==> src/auth_pkg.sv <==
// Purpose: shared constants, carriers and crc helpers for the single-wire session control
// Assumes: 25 MHz device clock, token decoding done outside this block
// Notes: interval figures are plain defaults, the top-level parameters override them
package auth_pkg;

    // =========================================
    // clock and intervals
    localparam int CLK_PERIOD_NS = 40;
    localparam int BLOCK_CHECK_DELAY_NS = 100000;
    localparam int COMMAND_RUN_DELAY_NS = 13000000;
    localparam int TOKEN_GAP_LIMIT_NS = 1500000;
    localparam int WATCHDOG_NS = 1000000000;
    localparam int WAKE_LOW_TIME_NS = 60000;
    localparam int WAKE_HIGH_TIME_NS = 2500000;
    localparam int BLOCK_CHECK_CYC = BLOCK_CHECK_DELAY_NS / CLK_PERIOD_NS;
    localparam int COMMAND_RUN_CYC = COMMAND_RUN_DELAY_NS / CLK_PERIOD_NS;
    localparam int TOKEN_GAP_CYC = TOKEN_GAP_LIMIT_NS / CLK_PERIOD_NS;
    localparam int WATCHDOG_CYC = WATCHDOG_NS / CLK_PERIOD_NS;
    localparam int WAKE_CYC = (WAKE_LOW_TIME_NS + WAKE_HIGH_TIME_NS + CLK_PERIOD_NS - 1)
                              / CLK_PERIOD_NS;

    // =========================================
    // flags, status codes, block framing
    localparam logic [7:0] FLAG_COMMAND = 8'h66;
    localparam logic [7:0] FLAG_TRANSMIT = 8'h99;
    localparam logic [7:0] FLAG_SLEEP = 8'hCC;
    localparam logic [7:0] STAT_WAKE = 8'h11;
    localparam logic [7:0] STAT_COMM_ERR = 8'hFF;
    localparam logic [7:0] STAT_EXEC_ERR = 8'h0F;
    localparam logic [7:0] COUNT_MIN = 8'h04;
    localparam logic [7:0] COUNT_MAX = 8'h27;
    localparam logic [7:0] RESP_COUNT = 8'h04;
    localparam logic [2:0] RESP_LAST = 3'h4;
    localparam logic [2:0] BIT_LAST = 3'h7;
    localparam logic [15:0] CRC_POLY = 16'h8005;
    localparam logic [15:0] CRC_INIT = 16'h0000;

    // =========================================
    // carriers
    typedef struct packed {
        logic lead;
        logic done;
        logic value;
        logic bad;
    } auth_tok_t;

    typedef struct packed {
        logic valid;
        logic [7:0] data;
    } auth_byte_t;

    // =========================================
    // crc helpers, bits taken lsb first
    function automatic logic [15:0] auth_crc_bit(input logic [15:0] crc, input logic b);
        logic fb;
        fb = b ^ crc[15];
        return {crc[14:0], 1'b0} ^ (fb ? CRC_POLY : 16'h0000);
    endfunction

    function automatic logic [15:0] auth_crc_byte(input logic [15:0] crc, input logic [7:0] d);
        logic [15:0] c;
        c = crc;
        for (int i = 0; i < 8; i++) begin
            c = auth_crc_bit(c, d[i]);
        end
        return c;
    endfunction

endpackage

==> src/auth_buf2.sv <==
// Purpose: two-entry valid/ready buffer on the reply path
// Assumes: single clock, flush empties both entries
// Notes: out_data comes straight from an entry register
`timescale 1ns/1ps
module auth_buf2 #(
    parameter int WIDTH = 8
) (
    input wire logic clock,
    input wire logic arst_n,
    input wire logic flush,
    input wire logic in_valid,
    input wire logic [WIDTH-1:0] in_data,
    output logic in_ready,
    output logic out_valid,
    output logic [WIDTH-1:0] out_data,
    input wire logic out_ready
);
    import auth_pkg::*;

    logic [WIDTH-1:0] mem_reg [2];
    logic [1:0] cnt_reg;
    logic wr_reg;
    logic rd_reg;
    logic push;
    logic pop;

    assign in_ready = (cnt_reg != 2'h2);
    assign out_valid = (cnt_reg != 2'h0);
    assign out_data = mem_reg[rd_reg];
    assign push = in_valid & in_ready;
    assign pop = out_valid & out_ready;

    // =========================================
    // storage
    always_ff @(posedge clock or negedge arst_n) begin
        if (!arst_n) begin
            mem_reg[0] <= '0;
            mem_reg[1] <= '0;
        end else if (push) begin
            mem_reg[wr_reg] <= in_data;
        end
    end

    // =========================================
    // pointers and fill count
    always_ff @(posedge clock or negedge arst_n) begin
        if (!arst_n) begin
            cnt_reg <= 2'h0;
            wr_reg <= 1'b0;
            rd_reg <= 1'b0;
        end else if (flush) begin
            cnt_reg <= 2'h0;
            wr_reg <= 1'b0;
            rd_reg <= 1'b0;
        end else begin
            if (push) begin
                wr_reg <= ~wr_reg;
            end
            if (pop) begin
                rd_reg <= ~rd_reg;
            end
            cnt_reg <= cnt_reg + {1'b0, push} - {1'b0, pop};
        end
    end

endmodule

==> src/auth_io_ctrl.sv <==
// Purpose: session, framing, timeout and watchdog control of the single-wire link
// Assumes: tokens arrive decoded and on this clock; replies leave as bytes
// Notes: the byte transmitter sends each reply byte lsb first
`timescale 1ns/1ps
// Function
// [RULE_01] sleep flag enters low power, resets engine and buffer; accepted like any flag
// [RULE_02] system splits sessions longer than the watchdog interval with sleep and wake
// [RULE_03] block opens with count byte, legal counts 4 to 39 inclusive
// [RULE_04] block ends with crc-16, poly 0x8005, start zero, must match
// [RULE_05] crc goes out low byte first, high byte last
// [RULE_06] wake then transmit flag returns status 0x11
// [RULE_07] after block and parse delay: malformed gives error block, good ignores flag
// [RULE_08] after execution, transmit flag returns output block, may be re-fetched
// [RULE_09] system may wait parse plus execution delay for short commands
// [RULE_10] incomplete token leads to sleep when the token gap limit expires
// [RULE_11] low pulse over zero_low_max is illegal, sleep after gap limit
// [RULE_12] timeout armed through command block, restarted by every legal token
// [RULE_13] timeout armed at wake, no first token means back to sleep
// [RULE_14] timeout disabled while executing a command
// [RULE_15] system resynchronises by waiting, waking, fetching status 0x11
// [RULE_16] failed resynchronisation: system waits twice the gap limit, wakes again
// [RULE_17] token while asleep is a wake; tokens during wake delay ignored
// [RULE_18] no external reset; watchdog expiry clears errors, system idles then wakes
// [RULE_19] watchdog starts at wake and forces sleep on expiry, even mid-command
// [RULE_20] watchdog cleared only by sleep and a fresh wake
// [RULE_21] bytes travel lsb first, multi-byte fields kept in received order
// [RULE_22] flags 0x66 command, 0x99 transmit, 0xCC sleep precede every transaction
// [RULE_23] any other flag value is ignored silently
// [RULE_24] status replies are four-byte blocks; 0xFF comm error, 0x0F execution error
// [RULE_25] all intervals are parameterised cycle counts of the device clock
module auth_io_ctrl
    import auth_pkg::*;
#(
    parameter int BLOCK_CHECK_CYCLES = auth_pkg::BLOCK_CHECK_CYC,
    parameter int COMMAND_RUN_CYCLES = auth_pkg::COMMAND_RUN_CYC,
    parameter int TOKEN_GAP_CYCLES = auth_pkg::TOKEN_GAP_CYC,
    parameter int WATCHDOG_CYCLES = auth_pkg::WATCHDOG_CYC,
    parameter int WAKE_CYCLES = auth_pkg::WAKE_CYC // [RULE_25]
) (
    input wire logic clock,
    input wire logic arst_n,
    input wire auth_pkg::auth_tok_t tok,
    output auth_pkg::auth_byte_t rx_byte,
    output logic exec_start,
    input wire logic exec_done,
    input wire logic exec_err,
    input wire logic [7:0] exec_result,
    output logic eng_rst,
    output logic low_power,
    output logic tx_valid,
    output logic [7:0] tx_data,
    input wire logic tx_ready
);
    import auth_pkg::*;

    typedef enum logic [2:0] {
        ST_SLEEP, ST_WAKE, ST_IDLE, ST_CMD, ST_PARSE, ST_EXEC, ST_TX
    } auth_state_t;

    auth_state_t state_reg;
    logic [31:0] dly_reg;
    logic [31:0] gap_reg;
    logic [31:0] wd_reg;
    logic [7:0] sh_reg;
    logic [2:0] bit_reg;
    logic [7:0] idx_reg;
    logic [7:0] count_reg;
    logic [15:0] crc_reg;
    logic bad_reg;
    logic [7:0] resp_reg;
    logic resp_ok_reg;
    logic done_seen_reg;
    logic [2:0] tx_idx_reg;
    auth_byte_t rx_reg;
    logic exec_start_reg;
    logic low_power_reg;
    logic listening;
    logic byte_done;
    logic [7:0] new_byte;
    logic gap_expire;
    logic wd_expire;
    logic go_sleep;
    logic count_bad;
    logic in_crc_zone;
    logic parse_end;
    logic exec_end;
    logic tx_end;
    logic [15:0] resp_crc;
    logic buf_in_valid;
    logic buf_in_ready;
    logic [7:0] buf_in_data;

    // =========================================
    // byte assembly and event decode
    assign listening = (state_reg == ST_IDLE) || (state_reg == ST_CMD);
    assign new_byte = {tok.value, sh_reg[7:1]}; // [RULE_21]
    assign byte_done = listening && tok.done && (bit_reg == BIT_LAST);
    assign gap_expire = listening && (gap_reg == 32'(TOKEN_GAP_CYCLES - 1));
    assign wd_expire = (state_reg != ST_SLEEP) && (wd_reg == 32'(WATCHDOG_CYCLES - 1));
    assign go_sleep = wd_expire || gap_expire // [RULE_19] [RULE_10] [RULE_13]
        || (state_reg == ST_IDLE && byte_done && new_byte == FLAG_SLEEP); // [RULE_01]
    assign count_bad = (new_byte < COUNT_MIN) || (new_byte > COUNT_MAX); // [RULE_03]
    assign in_crc_zone = (idx_reg == 8'h00) || (idx_reg < count_reg - 8'h02);
    assign parse_end = (state_reg == ST_PARSE) && (dly_reg == 32'(BLOCK_CHECK_CYCLES - 1));
    assign exec_end = (state_reg == ST_EXEC) && (dly_reg >= 32'(COMMAND_RUN_CYCLES - 1))
        && (done_seen_reg || exec_done);
    assign tx_end = (state_reg == ST_TX) && (tx_idx_reg == RESP_LAST) && !tx_valid;

    // =========================================
    // bit shifter
    always_ff @(posedge clock or negedge arst_n) begin
        if (!arst_n) begin
            sh_reg <= 8'h00;
            bit_reg <= 3'h0;
        end else if (!listening) begin
            bit_reg <= 3'h0;
        end else if (tok.done) begin
            sh_reg <= new_byte;
            bit_reg <= bit_reg + 3'h1;
        end
    end

    // =========================================
    // session state
    always_ff @(posedge clock or negedge arst_n) begin
        if (!arst_n) begin
            state_reg <= ST_SLEEP;
            dly_reg <= 32'h0000_0000;
        end else if (go_sleep && state_reg != ST_SLEEP) begin
            state_reg <= ST_SLEEP;
            dly_reg <= 32'h0000_0000;
        end else begin
            dly_reg <= dly_reg + 32'h0000_0001;
            case (state_reg)
                ST_SLEEP: begin
                    dly_reg <= 32'h0000_0000;
                    if (tok.lead || tok.done) begin
                        state_reg <= ST_WAKE; // [RULE_17]
                    end
                end
                ST_WAKE: begin
                    if (dly_reg == 32'(WAKE_CYCLES - 1)) begin
                        state_reg <= ST_IDLE; // [RULE_17]
                    end
                end
                ST_IDLE: begin // [RULE_23]
                    if (byte_done && new_byte == FLAG_COMMAND) begin
                        state_reg <= ST_CMD; // [RULE_22]
                    end else if (byte_done && new_byte == FLAG_TRANSMIT && resp_ok_reg) begin
                        state_reg <= ST_TX; // [RULE_06] [RULE_08]
                    end
                end
                ST_CMD: begin
                    dly_reg <= 32'h0000_0000;
                    if (byte_done && ((idx_reg == 8'h00 && count_bad)
                        || (idx_reg != 8'h00 && idx_reg == count_reg - 8'h01))) begin
                        state_reg <= ST_PARSE;
                    end
                end
                ST_PARSE: begin
                    if (parse_end) begin
                        state_reg <= bad_reg ? ST_IDLE : ST_EXEC; // [RULE_07]
                        dly_reg <= 32'h0000_0000;
                    end
                end
                ST_EXEC: begin
                    if (exec_end) begin
                        state_reg <= ST_IDLE;
                    end
                end
                ST_TX: begin
                    if (tx_end) begin
                        state_reg <= ST_IDLE;
                    end
                end
                default: begin
                    state_reg <= ST_SLEEP;
                end
            endcase
        end
    end

    // =========================================
    // command block reception and check
    always_ff @(posedge clock or negedge arst_n) begin
        if (!arst_n) begin
            idx_reg <= 8'h00;
            count_reg <= 8'h00;
            crc_reg <= CRC_INIT;
            bad_reg <= 1'b0;
        end else if (state_reg != ST_CMD) begin
            if (state_reg != ST_PARSE) begin
                idx_reg <= 8'h00;
                crc_reg <= CRC_INIT; // [RULE_04]
                bad_reg <= 1'b0;
            end
        end else begin
            if (tok.done && in_crc_zone) begin
                crc_reg <= auth_crc_bit(crc_reg, tok.value); // [RULE_04] [RULE_21]
            end
            if (byte_done) begin
                idx_reg <= idx_reg + 8'h01;
                if (idx_reg == 8'h00) begin
                    count_reg <= new_byte; // [RULE_03]
                    bad_reg <= count_bad; // [RULE_03]
                end else if (idx_reg == count_reg - 8'h02) begin
                    bad_reg <= bad_reg | (new_byte != crc_reg[7:0]); // [RULE_05]
                end else if (idx_reg == count_reg - 8'h01) begin
                    bad_reg <= bad_reg | (new_byte != crc_reg[15:8]); // [RULE_05]
                end
            end
        end
    end

    // =========================================
    // packet bytes to the command engine
    always_ff @(posedge clock or negedge arst_n) begin
        if (!arst_n) begin
            rx_reg <= '0;
            exec_start_reg <= 1'b0;
        end else begin
            rx_reg.valid <= (state_reg == ST_CMD) && byte_done && (idx_reg != 8'h00)
                && (idx_reg < count_reg - 8'h02); // [RULE_21]
            rx_reg.data <= new_byte;
            exec_start_reg <= parse_end && !bad_reg && !go_sleep; // [RULE_07]
        end
    end

    // =========================================
    // token gap timeout
    always_ff @(posedge clock or negedge arst_n) begin
        if (!arst_n) begin
            gap_reg <= 32'h0000_0000;
        end else if (!listening) begin
            gap_reg <= 32'h0000_0000; // [RULE_14]
        end else if (tok.done && !tok.bad) begin
            gap_reg <= 32'h0000_0000; // [RULE_12]
        end else begin
            gap_reg <= gap_reg + 32'h0000_0001; // [RULE_10] [RULE_11] [RULE_13]
        end
    end

    // =========================================
    // watchdog
    always_ff @(posedge clock or negedge arst_n) begin
        if (!arst_n) begin
            wd_reg <= 32'h0000_0000;
        end else if (state_reg == ST_SLEEP) begin
            wd_reg <= 32'h0000_0000; // [RULE_20]
        end else begin
            wd_reg <= wd_reg + 32'h0000_0001; // [RULE_19] [RULE_18]
        end
    end

    // =========================================
    // reply status held for transmit flags
    always_ff @(posedge clock or negedge arst_n) begin
        if (!arst_n) begin
            resp_reg <= STAT_WAKE;
            resp_ok_reg <= 1'b0;
            done_seen_reg <= 1'b0;
        end else if (state_reg == ST_SLEEP) begin
            resp_reg <= STAT_WAKE; // [RULE_06]
            resp_ok_reg <= 1'b0;
            done_seen_reg <= 1'b0;
        end else if (state_reg == ST_WAKE) begin
            resp_ok_reg <= 1'b1; // [RULE_06]
        end else if (state_reg == ST_CMD) begin
            resp_ok_reg <= 1'b0;
            done_seen_reg <= 1'b0;
        end else if (parse_end && bad_reg) begin
            resp_reg <= STAT_COMM_ERR; // [RULE_24] [RULE_07]
            resp_ok_reg <= 1'b1;
        end else if (state_reg == ST_EXEC) begin
            if (exec_done && !done_seen_reg) begin
                done_seen_reg <= 1'b1;
                resp_reg <= exec_err ? STAT_EXEC_ERR : exec_result; // [RULE_24]
            end
            if (exec_end) begin
                resp_ok_reg <= 1'b1; // [RULE_08]
            end
        end
    end

    // =========================================
    // reply block into the buffer
    assign resp_crc = auth_crc_byte(auth_crc_byte(CRC_INIT, RESP_COUNT), resp_reg); // [RULE_04]
    assign buf_in_valid = (state_reg == ST_TX) && (tx_idx_reg != RESP_LAST);

    always_comb begin
        case (tx_idx_reg)
            3'h0: buf_in_data = RESP_COUNT; // [RULE_24]
            3'h1: buf_in_data = resp_reg;
            3'h2: buf_in_data = resp_crc[7:0]; // [RULE_05]
            default: buf_in_data = resp_crc[15:8]; // [RULE_05]
        endcase
    end

    always_ff @(posedge clock or negedge arst_n) begin
        if (!arst_n) begin
            tx_idx_reg <= 3'h0;
        end else if (state_reg != ST_TX) begin
            tx_idx_reg <= 3'h0;
        end else if (buf_in_valid && buf_in_ready) begin
            tx_idx_reg <= tx_idx_reg + 3'h1;
        end
    end

    auth_buf2 #(
        .WIDTH(8)
    ) u_reply_buf (
        .clock(clock),
        .arst_n(arst_n),
        .flush(low_power_reg), // [RULE_01]
        .in_valid(buf_in_valid),
        .in_data(buf_in_data),
        .in_ready(buf_in_ready),
        .out_valid(tx_valid),
        .out_data(tx_data),
        .out_ready(tx_ready)
    );

    // =========================================
    // low power and engine reset
    always_ff @(posedge clock or negedge arst_n) begin
        if (!arst_n) begin
            low_power_reg <= 1'b1;
        end else begin
            low_power_reg <= (state_reg == ST_SLEEP) || go_sleep; // [RULE_01]
        end
    end

    assign low_power = low_power_reg;
    assign eng_rst = low_power_reg; // [RULE_01]
    assign rx_byte = rx_reg;
    assign exec_start = exec_start_reg;

endmodule

==> config.mk <==
export PLATFORM = sky130hd
export DESIGN_NAME = auth_io_ctrl
export DESIGN_NICKNAME = d
export VERILOG_FILES = /design/src/auth_pkg.sv /design/src/auth_buf2.sv /design/src/auth_io_ctrl.sv
export SDC_FILE = /design/constraint.sdc
export NUM_CORES = 1
export LEC_CHECK = 0
export BUFFER_PORTS_ARGS = -buffer_cell sky130_fd_sc_hd__buf_2
export CAP_MARGIN = 20
export CORE_ASPECT_RATIO = 1.2
export CORE_MARGIN = 5
export CORE_UTILIZATION = 52
export CTS_CLUSTER_SIZE = 10
export DETAILED_ROUTE_END_ITERATION = 8
export PLACE_DENSITY_LB_ADDON = 0.12
export SLEW_MARGIN = 20
export SYNTH_ARGS = -nofsm -noshare
export SYNTH_HDL_FRONTEND = slang
export SYNTH_SLANG_ARGS = --single-unit
==> constraint.sdc <==
create_clock -name clock -period 9.9 [get_ports clock]
set_input_delay 1.485 -clock clock [delete_from_list [all_inputs] [get_ports clock]]
set_output_delay 1.485 -clock clock [all_outputs]
set_load 0.05 [all_outputs]
After elaboration in Yosys (flattened, before gate mapping)
Index checks and enable logic that the tools add are counted.

Bits in registers: 187. Input port bits: 17. Output and inout bits: 21. Word-level logic and storage cells: 249.

$add $sub $neg: 10. Magnitude comparators: 7. Equality and inequality tests: 38. Muxes and demuxes: 73. Bitwise logic cells: 26. Reduce and logical (&&, ||, !) cells: 72.

Operators with widths (count): 16-bit 2-to-1 mux (12); 32-bit 2-to-1 mux (5); 16-bit bitwise XOR (8); 8-bit 2-to-1 mux (14); 32-bit by 1-bit adder with 32-bit output, second input constant (3); 32-bit by 16-bit == test with 1-bit output, second input constant (2); 32-bit case mux with 2 select lines (1); 3-bit 2-to-1 mux (14); 32-bit by 12-bit == test with 1-bit output, second input constant (1); 32-bit by 25-bit == test with 1-bit output, second input constant (1); 32-bit by 19-bit greater-or-equal comparator with 1-bit output, second input constant (1); 1-bit logical AND (30); 3-bit inequality test, second input constant (9); 8-bit case mux with 3 select lines (1); 1-bit 2-to-1 mux (22); 3-bit case mux with 7 select lines (1); 16-bit bitwise mux (1); 8-bit == test (2); 8-bit == test, second input constant (2); 8-bit inequality test (2); 3-bit == test, second input constant (5); 3-bit nonzero test (5); 2-bit nonzero test (6); 5-bit nonzero test (2); 37 further kinds (76).

Logic depth before layout (Yosys ltp)
Gate-level depths: netlist of the first run.

Depth after elaboration: 24. Depth in mapped cells: 13. Mapped depth without buffers: 13.

By module
From an unflattened synthesis of the first run, not the netlist that was laid out.

Cell total of the unflattened synthesis: 1017. Area, all modules: 10075.9 um^2.

Modules (own cells, without submodules): auth_io_ctrl (instances 1, cells an instance 952, area each 9076.2 um^2, sequential area each 4157.7 um^2); auth_buf2 (instances 1, cells an instance 65, area each 999.7 um^2, sequential area each 500.5 um^2).

Worst setup path after synthesis of the first run
Ideal clock, no wire load.

Path type: register to register. From: register count_reg[1]. To: register bad_reg. Setup time: 0.125 ns. Arrival: 3.256 ns. Required time: 9.775 ns. Path slack: 6.519 ns. Cell stages (with the launch flop): 14. Buffers on the path: 0. Period minus slack after synthesis: 3.381 ns. Cell sequence: dfrtp_1 > inv_1 > ha_1 > or3b_2 > nor3_1 > xnor2_1 > ha_1 > nand4_1 > nor2_1 > mux2i_1 > xnor2_1 > nor4_1 > a21oi_1 > mux2_2.

Longest elaborated chain between the ends: 6. Elaborated cells on any way between the ends: 10. Those cells by class: 2 x add/sub; 2 x eq/ne; 4 x mux; 2 x reduce/logical.

RTL lines: start: declaration (RTL line auth_io_ctrl.sv:67) `logic [7:0] count_reg;`; start signal: assignment (RTL line auth_io_ctrl.sv:204) `count_reg <= new_byte;`; 8-bit by 2-bit subtractor with 8-bit output (RTL line auth_io_ctrl.sv:206) `end else if (idx_reg == count_reg - 8'h02) begin`; 8-bit == test (RTL line auth_io_ctrl.sv:206); 1-bit 2-to-1 mux (RTL line auth_io_ctrl.sv:206); 1-bit 2-to-1 mux (RTL line auth_io_ctrl.sv:203) `if (idx_reg == 8'h00) begin`; 1-bit 2-to-1 mux (RTL line auth_io_ctrl.sv:201) `if (byte_done) begin`; 1-bit 2-to-1 mux (RTL line auth_io_ctrl.sv:191) `end else if (state_reg != ST_CMD) begin`; end signal: assignment (RTL line auth_io_ctrl.sv:205) `bad_reg <= count_bad;`; end signal: assignment (RTL line auth_io_ctrl.sv:207) `bad_reg <= bad_reg | (new_byte != crc_reg[7:0]);`; end signal: assignment (RTL line auth_io_ctrl.sv:209) `bad_reg <= bad_reg | (new_byte != crc_reg[15:8]);`; end: declaration (RTL line auth_io_ctrl.sv:69) `logic bad_reg;`.

Parallel ways exist; a longest one is shown, timed or not. The select of a mux whose other input is x is not followed. A chain may end at the register's enable or synchronous reset.

Worst setup path in the final report of the first run
Same ends and word-level chain as after synthesis.

==> qor.csv, run 1 <==
metric,value,unit
wl_per_cell,15.5,um
nets,1085,
hold_class,flop to flop,
cts_tree,built,
setup_violations,0,
finClkSkew,0.0153,ns
tns,0,ns
num_io_pins,38,
seq_area,0.00466,mm2
dieHeight,161,um
grt_pass1_vias,7144,
globalplace.congestion,0.883,
avgSynthCellArea,9.73,um2
start_util,52.7,%
vias,7197,
hold_buffers,0,
synth_edf_count,0,
routed_via_density,5.48,
path_class,flop to flop,
first_pass_iters,4,
num_rows,55,
grt_pass1_wl,35000,um
slew_viol_final,0,
cts_setup_buffers,0,
initialDrtViolationCount,463,
required,10.23,ns
cts_buffer_depth,2,
slew_headroom,30.9,%
crit_path_end_kind,flop,
wirelength,20300,um
n_fill_cell,1703,
worstPathMaxFanout,9,
yosysSeqAreaShare,47.0,%
vdd_drop_max,0.173,mV
dieArea,0.0219,mm2
drive_gt1_share,12.5,%
cts-root-buf,clkbuf_16,
core_area,0.0188,mm2
n_antenna_cell,0,
htree_levels,4,
tightest_slew,1.03,ns
die_w,136,um
grt_antenna_before_repair,0,
drc_errors,0,
ant_nets,0,
numPortBuffers,37,
area_growth,10.2,%
total_leakage_power,4.93,nW
cts_made_buffers,17,
maxCapViolCount,0,
synth_area,0.00990,mm2
ys_ff_latch,186,
power_switching,0.902,mW
dp_hpwl,14100,um
syn_nets,1058,
ys.flop_type,dfrtp_1,
synthCells,1018,
yosys_warnings,0,
pwr-share-clk,29.6,%
fin_crit,3.73,ns
grt_setup_unrepaired,false,
grt.total_usage,19.6,%
power.share.sequential,41.9,%
internal_power,1.44,mW
power_density,215,mW/mm2
cts_sinks,186,
ys_types,64,
cts_resized,0,
swShare,38.5,%
clk_pin_slew,0.08,ns
start_kind,flop,
fin_util,58.1,%
status,finished clean,
comb_power_share,28.5,%
grt_max_degree,117,
fmax,268,MHz
async_reset_ff_share,100,%
multi_input_area,0.00497,mm2
insertion_delay,0.44,ns
grt_overflow,0,
hold_viol_final,0,
worstPathArrival,4.06,ns
finalCritPeriodShare,37.7,%
-- worst paths after layout --
check                              from                      to  slack [ns]  depth (start not counted)
max                        count_reg[1]                 bad_reg        6.17                         13
min                          gap_reg[0]              gap_reg[0]        0.46                          1
max reg2reg                count_reg[1]                 bad_reg        6.17                         13
min reg2reg                  gap_reg[0]              gap_reg[0]        0.46                          1
max in group asynchronous        arst_n  u_reply_buf.mem_reg[4]        7.27                          2
min in group asynchronous        arst_n             dly_reg[25]        1.18                          1
-- final cells by class --
cell class	count	area share, %
clock buffer	17	3.90
clock inverter	15	1.63
inverter	31	1.07
multi-input combinational	766	45.6
sequential	186	42.7
tap	256	2.94
timing repair buffer	43	2.19
-- metrics by stage --
step / power [mW] / cell area, um2 / setup WS, ns / std cells / hold WS, ns
after floorplan: 1.50 / 9900 / 6.52 / 1018 / 0.352
final: 2.34 / 10900 / 6.17 / 1314 / 0.461
after global routing: 2.48 / 10900 / 5.85 / 1314 / 0.503
after CTS: 2.37 / 10900 / 6.17 / 1314 / 0.465
after global placement: 1.66 / 10300 / 6.29 / 1282 / 0.451
after detailed placement: 1.67 / 10300 / 6.19 / 1282 / 0.454
-- worst max-delay path, stage by stage (launching register included) --
cell and delay [ns]:
dfrtp_1 0.41, inv_1 0.12, ha_1 0.24, or3b_2 0.50, nor3_1 0.19, xnor2_1 0.10, ha_1 0.29, nand4_1 0.17
nor2_1 0.58, mux2i_1 0.30, xnor2_1 0.08, nor4_1 0.29, a21oi_1 0.10, mux2_2 0.27
-- layer usage --
layer  up-vias  share of wire (%)  track usage (%)
met1      3489                 46             26.4
li1       3588                  -                -
met3        28                2.6             3.24
met5         -                  0                0
met4         0                1.9             6.23
met2        92                 49             32.4
-- cell usage in the layout, fill, tap and decap left out, types with 5 or more instances in the layout --
cell type / synthesis / layout
dfrtp_1: 183 / 183
nor2_1: 145 / 145
nand2_1: 79 / 79
xor2_1: 67 / 67
xnor2_1: 64 / 64
nand3_1: 58 / 58
buf_2: 4 / 36
a21oi_1: 35 / 35
mux2_2: 34 / 34
o21ai_0: 33 / 33
inv_1: 30 / 30
and3_1: 27 / 27
ha_1: 23 / 23
nor3_1: 23 / 22
mux2i_1: 21 / 21
nand4_1: 19 / 19
nor4_1: 18 / 18
clkbuf_16: 0 / 17
or3_1: 12 / 12
nor2b_1: 10 / 10
and2_1: 10 / 10
and4_1: 6 / 6
nor3b_1: 6 / 6
buf_4: 1 / 6
nand2b_1: 5 / 5
-- cell usage after synthesis, drive strengths merged, types with 4 or more instances --
cell type  count  area [um2]
mux2i         21         210
clkbuf        27         101
nor3          25         135
or4            7        63.8
xnor2         64         561
or3           12        75.1
nand2b         5        31.3
or2            5        31.3
and4           8        72.6
and2          10        62.6
ha            23         288
nand2         79         297
nor3b          6        45.0
a211oi         4        42.5
nand4         19         119
and3          27         169
a221oi         4        35.0
dfrtp        183        4580
mux2          34         383
buf            8        61.3
a31oi          4        25.0
inv           30         113
o21ai         36         180
nor2         145         544
a21oi         35         175
nand3         58         290
xor2          67         587
nor4bb         4        40.0
nor2b         10        62.6
nor4          19         134
-- cells by family (layout without fill, tap and decap cells) --
kind of cell               count (synthesis)  count (layout)  share of synthesized area (%)
and+or+nand+nor                          447             447                           22.7
xor gates and xnor gates                 131             131                           11.6
AOI/OAI and AO/OA                        110             110                           6.96
buffers and inverters                     66             106                           2.82
muxes                                     55              55                           5.99
DFF                                      186             186                           47.0
adders and majority gates                 23              23                           2.91
-- power by group through the flow --
stage,Clock (mW),Combinational (mW),Sequential (mW)
after floorplan,0,0.527,0.975
after global placement,0,0.667,0.995
after detailed placement,0,0.672,0.996
after CTS,0.709,0.677,0.981
after global routing,0.744,0.740,0.997
final,0.695,0.668,0.981
No activity file was read; power rests on OpenSTA's default activity.
==> inputs of run 2 (changes only) <==
==> constraint.sdc (replaced) <==
create_clock -name clock -period 3.2 [get_ports clock]
set_input_delay 0.48 -clock clock [delete_from_list [all_inputs] [get_ports clock]]
set_output_delay 0.48 -clock clock [all_outputs]
set_load 0.05 [all_outputs]
==> qor.csv, run 2 (synthesis results as in run 1) <==
metric,value,unit,change
insertion_delay,0.44,ns,about the same
crit_path_end_kind,flop,,
n_antenna_cell,0,,unchanged
vias,7258,,+0.85%
dpl_worst_slack,-0.0457,ns,-6.24 ns
final_common_cell,dfrtp_1,,
pwr-share-clk,27.7,%,-1.9 points
cts-root-buf,clkbuf_16,,
initialDrtViolationCount,417,,-9.9%
num_rows,55,,unchanged
wirelength,20700,um,+2.1%
drc_errors,0,,unchanged
first_pass_iters,5,,+1
finClkSkew,0.0133,ns,-0.00202 ns
setup_ws,0.0925,ns,-6.07 ns
seq_area,0.00466,mm2,unchanged
globalplace.congestion,0.836,,-5.4%
ant_nets,0,,unchanged
nets,1111,,+2.4%
cts_sinks,186,,unchanged
internal_power,4.51,mW,+210%
grt_pass1_vias,7211,,+0.94%
power.share.sequential,41.0,%,-0.9 points
htree_levels,4,,unchanged
vdd_drop_max,0.414,mV,+140%
hold_buffers,0,,unchanged
worstPathMaxFanout,5,,-4
slew_viol_final,0,,unchanged
wl_per_cell,15.5,um,about the same
finalCritPeriodShare,97.1,%,+59 points
die_w,136,um,unchanged
power_density,653,mW/mm2,+200%
grt_max_degree,84,,-28%
required,3.52,ns,-6.71 ns
start_kind,flop,,
grt_pass1_wl,35800,um,+2.4%
routed_via_density,5.42,,-1.1%
grt_setup_unrepaired,true,,
place_area,0.0105,mm2,+2.2%
status,finished clean,,
cts_buffer_depth,2,,unchanged
multi_input_area,0.00501,mm2,+0.83%
fin_hold_ws,0.0676,ns,-0.393 ns
n_fill_cell,1641,,-3.6%
worstPathArrival,3.42,ns,-0.64 ns
grt.total_usage,19.9,%,+0.32 points
swShare,38.0,%,-0.43 points
numPortBuffers,37,,unchanged
power_switching,2.77,mW,+210%
dieArea,0.0219,mm2,unchanged
start_util,52.7,%,unchanged
final_cell_area,0.0111,mm2,+2.2%
grt_antenna_before_repair,0,,unchanged
comb_power_share,31.3,%,+2.8 points
cts_made_buffers,17,,unchanged
path_class,flop to flop,,
hold_class,input pin to async pin,,
total_leakage_power,5.05,nW,+2.5%
grt_overflow,0,,unchanged
hold_viol_final,0,,unchanged
maxCapViolCount,0,,unchanged
fmax,322,MHz,+20%
layout_common_cells,"dfrtp_1, nor2_1, nand2_1",,
dp_hpwl,14700,um,+4.1%
num_io_pins,38,,unchanged
clk_pin_slew,0.07,ns,about the same
slew_headroom,50.4,%,+19 points
tightest_slew,0.738,ns,-0.296 ns
core_area,0.0188,mm2,unchanged
cts_tree,built,,
dieHeight,161,um,unchanged
fin_crit,3.11,ns,-0.627 ns
drive_gt1_share,15.1,%,+2.7 points
ff2ff_path_depth,13,,unchanged
setup_violations,0,,unchanged
area_growth,12.6,%,
[run 2: final timing paths]
| path | start | slack (ns) | end |
|---|---|---|---|
| min in group clock | tok[1] | 0.29 | rx_byte[7] |
| max in group asynchronous | arst_n | 2.32 | eng_rst |
| max | count_reg[1] | 0.09 | bad_reg |
| max reg2reg | count_reg[1] | 0.09 | bad_reg |
| min | arst_n | 0.07 | dly_reg[26] |
| min reg2reg | gap_reg[0] | 0.46 | gap_reg[0] |
[run 2: final cells by class]
class | instances | share of cell area, %
clock buffer | 20 | 4.10
timing repair buffer | 69 | 4.23
sequential | 186 | 41.8
clock inverter | 12 | 0.977
inverter | 31 | 1.04
tap | 256 | 2.87
multi-input combinational | 766 | 45.0
[run 2: what timing repair did]
| item | CTS | global route |
|---|---|---|
| pin swaps | 2 | 3 |
| gates resized for setup | 1 | 8 |
| buffers inserted | 0 | 2 |
| setup endpoints to repair | 1 | 7 |
[run 2: metal layers]
metal  GRT usage (%)  vias up  part of all wire, %
li1                -     3635                    -
met1            26.4     3494                   46
met2            33.1       94                   50
met3            3.58       35                  2.5
met4            6.65        0                  2.3
met5               0        -                    0
[run 2: power by group through the flow]
stage	clock [mW]	sequential (mW)	combinational [mW]
detailed placement	0	3.03	2.29
CTS	2.07	2.98	2.30
floorplan	0	3.02	1.63
global route	2.18	3.03	2.50
finish	2.02	2.98	2.28
global placement	0	3.02	2.25
[run 2: metrics by stage]
stage / std cells / utilization (%) / power (mW) / TNS [ns]
after floorplan: 1018 / - / 4.65 / 0
after global placement: 1306 / 56.1 / 5.28 / 0
after detailed placement: 1306 / 56.1 / 5.32 / -0.0457
after CTS: 1338 / 59.1 / 7.36 / 0
after global routing: 1340 / 59.3 / 7.70 / -0.152
final: 1340 / 59.3 / 7.28 / 0
[run 2: critical path, stage by stage, from the launching register on]
cell and delay, ns:
dfrtp_1 0.39, inv_2 0.08, ha_4 0.13, or3b_4 0.40
nor3_4 0.13, xnor2_1 0.08, ha_1 0.29, nand4_1 0.19
nor2_4 0.26, mux2i_2 0.27, xnor2_1 0.09, nor4_1 0.28
a21oi_1 0.12, mux2_2 0.28
